[config.mk]
export PLATFORM = sky130hd
export DESIGN_NAME = rhs_hub_status
export DESIGN_NICKNAME = d
export VERILOG_FILES = /design/src/core/rhs_pkg.sv /design/src/core/rhs_hub_status.sv /design/src/core/rhs_sync.sv
export SDC_FILE = /design/constraint.sdc
export NUM_CORES = 1
export LEC_CHECK = 0
export ABC_CLOCK_PERIOD_IN_PS = 2600
export BUFFER_PORTS_ARGS = -buffer_cell sky130_fd_sc_hd__buf_4
export CAP_MARGIN = 20
export CORE_UTILIZATION = 37
export CTS_BUF_LIST = sky130_fd_sc_hd__clkbuf_2
export DETAILED_ROUTE_END_ITERATION = 8
export PLACE_DENSITY_LB_ADDON = 0.15
export SETUP_SLACK_MARGIN = 0.4
export SLEW_MARGIN = 10
export SYNTH_ARGS = -nofsm -noshare
export SYNTH_HDL_FRONTEND = slang
export SYNTH_HIERARCHICAL = 1
export SYNTH_SLANG_ARGS = --single-unit
[constraint.sdc]
create_clock -name mclk -period 2.6 [get_ports mclk]
set_clock_uncertainty 0.2 [all_clocks]
set_input_delay 0.39 -clock mclk [delete_from_list [all_inputs] [get_ports mclk]]
set_output_delay 0.39 -clock mclk [all_outputs]
set_load 0.1 [all_outputs]
[src/core/rhs_pkg.sv]
package rhs_pkg;

	// ------------------------------------------------------------
	// Register placement and reset
	// ------------------------------------------------------------
	localparam logic [7:0]  HUB_STATUS_OFFSET = 8'h50;
	localparam logic [31:0] HUB_STATUS_RESET  = 32'h0000_0000;

	// ------------------------------------------------------------
	// Field positions
	// ------------------------------------------------------------
	localparam int CLR_WAKE_BIT  = 31;
	localparam int OC_CHANGE_BIT = 17;
	localparam int SET_POWER_BIT = 16;
	localparam int WAKE_EN_BIT   = 15;
	localparam int OC_BIT        = 1;
	localparam int CLR_POWER_BIT = 0;

	// ------------------------------------------------------------
	// Defaults
	// ------------------------------------------------------------
	localparam int NUM_PORTS   = 4;
	localparam int SYNC_STAGES = 2;

	typedef struct packed {
		logic        wr;
		logic        rd;
		logic [7:0]  addr;
		logic [31:0] wdata;
	} rhs_reg_req_t;

endpackage

[src/core/rhs_hub_status.sv]
`timescale 1ns/1ps

module rhs_hub_status #(
	parameter int NPORTS = rhs_pkg::NUM_PORTS
) (
	input  wire logic                 mclk,
	input  wire logic                 rst,
	input  wire rhs_pkg::rhs_reg_req_t reg_req,
	output logic      [31:0]          reg_rdata,
	input  wire logic                 overcurrent_pin,
	input  wire logic                 oc_per_port,
	input  wire logic                 supply_switching_select,
	input  wire logic [NPORTS-1:0]    port_supply_mask,
	input  wire logic [NPORTS-1:0]    attach_change_flag,
	input  wire logic                 suspended_state,
	output logic      [NPORTS-1:0]    port_supply_on,
	output logic      [NPORTS-1:0]    port_supply_off,
	output logic                      resume_req,
	output logic                      resume_seen_interrupt,
	output logic                      remote_wakeup_enable,
	output logic                      global_overcurrent_flag,
	output logic                      overcurrent_change_flag
);

	// ------------------------------------------------------------
	// Access decode
	// ------------------------------------------------------------
	logic wr_hit;
	logic rd_hit;
	logic oc_sync;
	logic next_global_oc;
	logic attach_any;
	logic attach_any_q;
	logic [NPORTS-1:0] cmd_ports;

	assign wr_hit = reg_req.wr && (reg_req.addr == rhs_pkg::HUB_STATUS_OFFSET);
	assign rd_hit = reg_req.rd && (reg_req.addr == rhs_pkg::HUB_STATUS_OFFSET);

	// Reserved write bits are ignored, so careless software cannot disturb state.
	logic clr_wake_cmd;
	logic set_wake_cmd;
	logic clr_oc_change_cmd;
	logic set_all_port_power_cmd;
	logic clear_all_port_power_cmd;

	assign clr_wake_cmd             = wr_hit && reg_req.wdata[rhs_pkg::CLR_WAKE_BIT];
	assign set_wake_cmd             = wr_hit && reg_req.wdata[rhs_pkg::WAKE_EN_BIT];
	assign clr_oc_change_cmd        = wr_hit && reg_req.wdata[rhs_pkg::OC_CHANGE_BIT];
	assign set_all_port_power_cmd   = wr_hit && reg_req.wdata[rhs_pkg::SET_POWER_BIT];
	assign clear_all_port_power_cmd = wr_hit && reg_req.wdata[rhs_pkg::CLR_POWER_BIT];

	// ------------------------------------------------------------
	// Overcurrent
	// ------------------------------------------------------------
	rhs_sync #(
		.WIDTH (1)
	) u_oc_sync (
		.mclk (mclk),
		.rst  (rst),
		.din  (overcurrent_pin),
		.dout (oc_sync)
	);

	assign next_global_oc = oc_per_port ? 1'b0 : oc_sync;

	always_ff @(posedge mclk or posedge rst)
	begin
		if (rst)
			global_overcurrent_flag <= 1'b0;
		else
			global_overcurrent_flag <= next_global_oc;
	end

	// A change arriving with a clear write wins, so no event is lost.
	always_ff @(posedge mclk or posedge rst)
	begin
		if (rst)
			overcurrent_change_flag <= 1'b0;
		else if (next_global_oc != global_overcurrent_flag)
			overcurrent_change_flag <= 1'b1;
		else if (clr_oc_change_cmd)
			overcurrent_change_flag <= 1'b0;
	end

	// ------------------------------------------------------------
	// Remote wakeup enable
	// ------------------------------------------------------------
	// When both set and clear are written together the clear wins, the safer state.
	always_ff @(posedge mclk or posedge rst)
	begin
		if (rst)
			remote_wakeup_enable <= 1'b0;
		else if (clr_wake_cmd)
			remote_wakeup_enable <= 1'b0;
		else if (set_wake_cmd)
			remote_wakeup_enable <= 1'b1;
	end

	// ------------------------------------------------------------
	// Resume detection
	// ------------------------------------------------------------
	assign attach_any = |attach_change_flag;

	always_ff @(posedge mclk or posedge rst)
	begin
		if (rst)
			attach_any_q <= 1'b0;
		else
			attach_any_q <= attach_any;
	end

	always_ff @(posedge mclk or posedge rst)
	begin
		if (rst)
		begin
			resume_req            <= 1'b0;
			resume_seen_interrupt <= 1'b0;
		end
		else
		begin
			resume_req            <= remote_wakeup_enable && suspended_state && attach_any && !attach_any_q;
			resume_seen_interrupt <= remote_wakeup_enable && suspended_state && attach_any && !attach_any_q;
		end
	end

	// ------------------------------------------------------------
	// Global power commands
	// ------------------------------------------------------------
	// With supply_switching_select set, ports with a set mask bit answer only to their own per-port commands.
	assign cmd_ports = supply_switching_select ? ~port_supply_mask : {NPORTS{1'b1}};

	always_ff @(posedge mclk or posedge rst)
	begin
		if (rst)
		begin
			port_supply_on  <= '0;
			port_supply_off <= '0;
		end
		else
		begin
			port_supply_on  <= set_all_port_power_cmd ? cmd_ports : '0;
			port_supply_off <= clear_all_port_power_cmd ? cmd_ports : '0;
		end
	end

	// ------------------------------------------------------------
	// Read data
	// ------------------------------------------------------------
	// Command bits 31, 16 and 0 have no state behind them and read as zero.
	always_ff @(posedge mclk or posedge rst)
	begin
		if (rst)
			reg_rdata <= rhs_pkg::HUB_STATUS_RESET;
		else if (rd_hit)
		begin
			reg_rdata                         <= rhs_pkg::HUB_STATUS_RESET;
			reg_rdata[rhs_pkg::OC_CHANGE_BIT] <= overcurrent_change_flag;
			reg_rdata[rhs_pkg::WAKE_EN_BIT]   <= remote_wakeup_enable;
			reg_rdata[rhs_pkg::OC_BIT]        <= global_overcurrent_flag;
		end
		else
			reg_rdata <= '0;
	end
endmodule // rhs_hub_status

[src/core/rhs_sync.sv]
`timescale 1ns/1ps

module rhs_sync #(
	parameter int WIDTH = 1
) (
	input  wire logic             mclk,
	input  wire logic             rst,
	input  wire logic [WIDTH-1:0] din,
	output logic      [WIDTH-1:0] dout
);

	// First stage is read only by the second stage.
	logic [WIDTH-1:0] stage1;

	always_ff @(posedge mclk or posedge rst)
	begin
		if (rst)
		begin
			stage1 <= '0;
			dout   <= '0;
		end
		else
		begin
			stage1 <= din;
			dout   <= stage1;
		end
	end

endmodule // rhs_sync

==> results.cfg, run 1 <==
[grt]
grt_pass1_vias = 545
overflow = 0
grt-busiest-layer = met2
met2_usage_pct = 23.0
track_usage_pct = 12.1
antenna_found_initial = 0
grt_use_met3_pct = 2.98
grt_max_degree = 17
grt_pass1_wl_um = 2380
use_met1_pct = 13.7

[floorplan]
die_height_um = 51
die_area_um2 = 2600
dieWidth_um = 51
start_util_pct = 39.8
fp-row-count = 17
coreArea_um2 = 2230
ioPinCount = 101

[route]
route.detailed.drc = 0
ant_nets = 0
initialDrtViolationCount = 0
firstDrtPassIters = 1
vias = 595
via_per_inst = 3.94
wl_per_cell_um = 10.2
routed_wl_um = 1550

[worst_setup_path]
worstSetupPathDepth = 1
reg2reg_depth = 3
worstPathMaxFanout = 4
r2r-end = overcurrent_change_flag
cp_cell_sequence = buf_4
worst_ep_required_time_ns = 2.01
cp_slowest_cell = dfrtp_1
crit_end = remote_wakeup_enable
crit_family = flip-flops
crit_buf_inv = 1
crit_start = remote_wakeup_enable
crit_arrival_ns = 1.03
ff2ff_setup_slack_ns = 1.41
worst_r2r_startpoint = u_oc_sync/dout
critPathMaxStageDelay_ns = 0.43
start_kind = flop
critPathKind = reg -> out
endpoint_kind = primary output

[logic_synthesis]
syn_inst = 76
yosysUniqueCellTypes = 18
syn_avg_cell_area_um2 = 11.7
yosys_warnings = 6
synth_seq_cells = 18
yosysSeqAreaShare_pct = 50.7
syn_area_um2 = 888

[final_layout]
syn_to_final_growth_pct = 31.5
nNetsFinal = 180
multiInputGateArea_um2 = 307
stdcell_area_um2 = 1170
final_util_pct = 52.3
ff_latch_area_um2 = 450
n_fill_cell = 201
n_antenna_cell = 0
fin_cells = 151
drive_gt1_share_pct = 43.9

[cts]
cts_buffers = 3
htreeDepth = 1
clk_pin_slew_ns = 0.17
insertion_delay_ns = 0.29
cts_root_buffer = clkbuf_2
clk_path_buf_depth = 2
cts.sinks = 18
cts_tree = yes

[timing]
max_freq_ghz = 0.616
slew-limit-headroom_pct = 60.1
maxSlewViolCount = 0
grt_setup_unrepaired = no
hold_viol_final = 0
worst_pin_slew_ns = 0.598
setup_violations = 0
fin_setup_tns_ns = 0
fin_crit_sh_pct = 62.5
min_period_ns = 1.62

[pwr]
p_leak_uw = 0.000656
ir_worst_vdd_uv = 337
p_per_area_nw_per_um2 = 560

[min_path]
worstHoldPathType = in -> reg

[place]
dpl.hpwl_um = 1250
dp.cells = 145
post_dp_cell_area_um2 = 1130
place.gp.congestion = 0.618
port_buffers = 44

[outcome]
status = complete, no violations

[run]
drv_cap = 0
[how the worst min path moves through the flow]
stage | from | to | slack, ns | cells past startpoint
after floorplan | rst | u_oc_sync/dout | -0.07 | 1
after global placement | rst | u_oc_sync/stage1 | 0.06 | 2
after detailed placement | rst | u_oc_sync/stage1 | 0.06 | 2
after CTS | oc_per_port | global_overcurrent_flag | 0.03 | 2
after global routing | port_supply_mask[3] | port_supply_on[3] | 0.01 | 2
final | oc_per_port | global_overcurrent_flag | 0.05 | 2
[timing repair]
action	in CTS	in global routing
setup endpoints to repair	0	0
setup buffers	0	0
hold buffers	2	0
hold endpoints to repair	19	0
resized for setup	0	0
[report_power, final]
| part | switching, uW | leakage, uW | internal, uW |
|---|---|---|---|
| clock | 82.9 | 0.0000140 | 33.5 |
| sequential | 2.20 | 0.000236 | 284 |
| combinational | 216 | 0.000406 | 36.8 |
| total | 301 | 0.000656 | 354 |
[flip-flops by register name, summed over array words and instances, names as in the netlist]
name	count
remote_wakeup_enable	1
reg_rdata	3
attach_any_q	1
u_oc_sync/dout	1
global_overcurrent_flag	1
port_supply_off	4
port_supply_on	4
u_oc_sync/stage1	1
resume_seen_interrupt	1
overcurrent_change_flag	1
[cell usage after synthesis]
cell type | instances | area, um2
dfrtp_1 | 18 | 450
buf_1 | 1 | 3.75
a41oi_1 | 1 | 8.76
nor2b_1 | 1 | 6.26
and2_4 | 1 | 8.76
nor4b_4 | 2 | 47.6
a21oi_1 | 8 | 40.0
buf_4 | 30 | 225
conb_1 | 1 | 3.75
and3_2 | 2 | 15.0
xnor2_1 | 1 | 8.76
a21bo_2 | 1 | 10.0
a31oi_1 | 1 | 6.26
and4b_1 | 1 | 10.0
and3_1 | 1 | 6.26
or4_4 | 1 | 11.3
nand4_1 | 3 | 18.8
inv_1 | 2 | 7.51
[kinds of logic (layout without fill, tap and decap cells)]
logic type,Yosys count,in the layout,share of synthesized area [%]
buffers and inverters,33,52,26.6
other,1,29,0.422
DFF,18,18,50.7
xor gates and xnor gates,1,1,0.986
AOI/OAI and AO/OA,11,11,7.32
and+or+nand+nor,12,12,13.9
[through the flow]
step	setup WS [ns]	power [uW]	hold slack, ns
2_1_floorplan	0.686	532	-0.0688
3_3_place_gp	1.01	540	0.0579
3_5_place_dp	1.01	541	0.0598
4_1_cts	0.935	663	0.0319
5_1_grt	0.887	686	0.0138
6_report	0.976	655	0.0523
[cell type report]
class	count	area share, %
timing repair buffer	46	30.0
inverter	2	0.642
sequential	18	38.5
clock buffer	3	1.28
multi-input combinational	53	26.2
clock inverter	1	0.321
tap	28	3.00
[placed cells by master (no fill, tap or decap)]
cell type | synthesis | routed
or4_4 | 1 | 1
and3_2 | 2 | 2
a21bo_2 | 1 | 1
dlygate4sd3_1 | 0 | 2
nand4_1 | 3 | 3
conb_1 | 1 | 29
clkinv_1 | 0 | 1
a31oi_1 | 1 | 1
inv_1 | 2 | 2
clkbuf_2 | 0 | 3
and3_1 | 1 | 1
xnor2_1 | 1 | 1
a41oi_1 | 1 | 1
dfrtp_1 | 18 | 18
nor2b_1 | 1 | 1
a21oi_1 | 8 | 8
and4b_1 | 1 | 1
nor4b_4 | 2 | 2
and2_4 | 1 | 1
buf_4 | 30 | 44
[layer usage]
layer | share of wire [%] | routed length (um)
met1 | 40 | 615
met2 | 53 | 814
met3 | 7.6 | 117
met4 | 0 | 0
met5 | 0 | 0
Power figures use the tool's default switching activity.
==> run 2: changes to the inputs <==
- ABC_CLOCK_PERIOD_IN_PS: 2600 -> 1600
- CORE_UTILIZATION: 37 -> 34
- clock period: 2.6 -> 1.6 ns (I/O delays scaled with it)
==> results.cfg, run 2 (same netlist as run 1, synthesis figures left out) <==
[timing]
setup_violations = 0
layout_setup_ws_ns = 0.167
grt_setup_unrepaired = yes
fin_setup_tns_ns = 0
fin_hold_ws_ns = -0.0893
min_period_ns = 1.43
maxSlewViolCount = 0
hold_viol_final = 2
max_freq_ghz = 0.698
fin_crit_sh_pct = 89.6

[route]
via_per_inst = 4.10
routed_wl_um = 1920
vias = 685
wl_per_cell_um = 11.5
initialDrtViolationCount = 2
route.detailed.drc = 0
ant_nets = 0
firstDrtPassIters = 4

[grt]
grt_pass1_vias = 665
grt_max_degree = 17
track_usage_pct = 14.3
grt_pass1_wl_um = 2780
antenna_found_initial = 0
overflow = 0

[place]
place.gp.congestion = 0.700
dpl.hpwl_um = 1340
post_dp_cell_area_um2 = 1150
port_buffers = 44
place_ws_ns = 0.155

[worst_setup_path]
crit_buf_inv = 1
critPathKind = reg -> out
cp_cell_sequence = buf_12
cp_slowest_cell = dfrtp_4
ff2ff_setup_slack_ns = 0.20
worst_ep_required_time_ns = 1.16
crit_family = flip-flops
crit_arrival_ns = 0.99
worstPathMaxFanout = 2
endpoint_kind = primary output
critPathMaxStageDelay_ns = 0.53
start_kind = flop

[cts]
cts.sinks = 18
clk_path_buf_depth = 2
cts_root_buffer = clkbuf_2
clk_pin_slew_ns = 0.16
cts_tree = yes
insertion_delay_ns = 0.30
htreeDepth = 1
cts_buffers = 3

[final_layout]
syn_to_final_growth_pct = 68.2
nNetsFinal = 194
drive_gt1_share_pct = 56.9
stdcell_area_um2 = 1490
n_antenna_cell = 0
largestRegisters = port_supply_off (4), port_supply_on (4), reg_rdata (3)
layout_common_cells = 32 x buf_4, 29 x conb_1, 14 x dfrtp_2
final_common_cell = buf_4

[pwr]
p_per_area_nw_per_um2 = 747
ir_worst_vdd_uv = 566
p_leak_uw = 0.000735

[floorplan]
ioPinCount = 101
start_util_pct = 35.9
dieWidth_um = 53.1
die_area_um2 = 2820
fp-row-count = 18
coreArea_um2 = 2480
die_height_um = 53.1

[outcome]
violations = hold timing
status = finished with violations

[run]
drv_cap = 0

[min_path]
worstHoldPathType = in -> reg
[run 2: cell types whose count changed in the layout (fill, tap and decap cells not counted), sizes merged]
cell	change
buf	+5
clkbuf	+1
clkinv	-1
clkinvlp	+1
dlygate4sd3	+9
inv	-1
[run 2: worst register-to-register path: stages, from the launching register on]
cell and delay (ns):
dfrtp_4 0.53, buf_4 0.14, buf_6 0.11, xnor2_2 0.11
a21bo_2 0.23
[run 2: layout make-up]
type                            instances  area (um2)
Clock buffer                            4        20.0
Fill cell                             226         983
Inverter                                2        11.3
Multi-Input combinational cell         53         318
Sequential cell                        18         472
Tap cell                               30        37.5
Timing Repair Buffer                   60         636
[run 2: power by group]
| part | leakage (uW) | switching [uW] | internal (uW) | total [uW] |
|---|---|---|---|---|
| logic | 0.000506 | 360 | 89.6 | 450 |
| registers | 0.000212 | 4.05 | 462 | 466 |
| clock network | 0.0000166 | 135 | 66.2 | 201 |
[run 2: worst paths after layout]
kind / endpoint / cells after the start / startpoint
worst min register to register: u_oc_sync/dout / 0 / u_oc_sync/stage1
max in group asynchronous: global_overcurrent_flag / 3 / rst
worst min-delay path: global_overcurrent_flag / 2 / oc_per_port
min in group asynchronous: u_oc_sync/stage1 / 3 / rst
worst max-delay path: global_overcurrent_flag / 1 / global_overcurrent_flag
worst max register to register: overcurrent_change_flag / 4 / global_overcurrent_flag
[run 2: metrics by stage]
step,std cells,util (%),power (uW)
global route,167,60.3,1170
CTS,165,57.2,1120
finish,167,60.3,1120
detailed placement,147,46.6,881
global placement,147,46.6,878
floorplan,104,-,866
[run 2: metal layers]
metal | share of wire (%) | vias up | global-route usage [%] | routed length [um]
met1 | 30 | 334 | 12.5 | 584
met2 | 62 | 34 | 31.2 | 1190
met3 | 7.7 | 0 | 5.46 | 149
met5 | 0 | - | 0 | 0
met4 | 0 | 0 | 0 | 0
li1 | - | 317 | - | -
[run 2: timing repair]
item,in CTS,in global routing
pin swaps,0,2
endpoints found under the setup margin,17,35
hold buffers,10,1
gates resized for setup,28,14
setup buffers,4,1
hold endpoints to repair,33,3
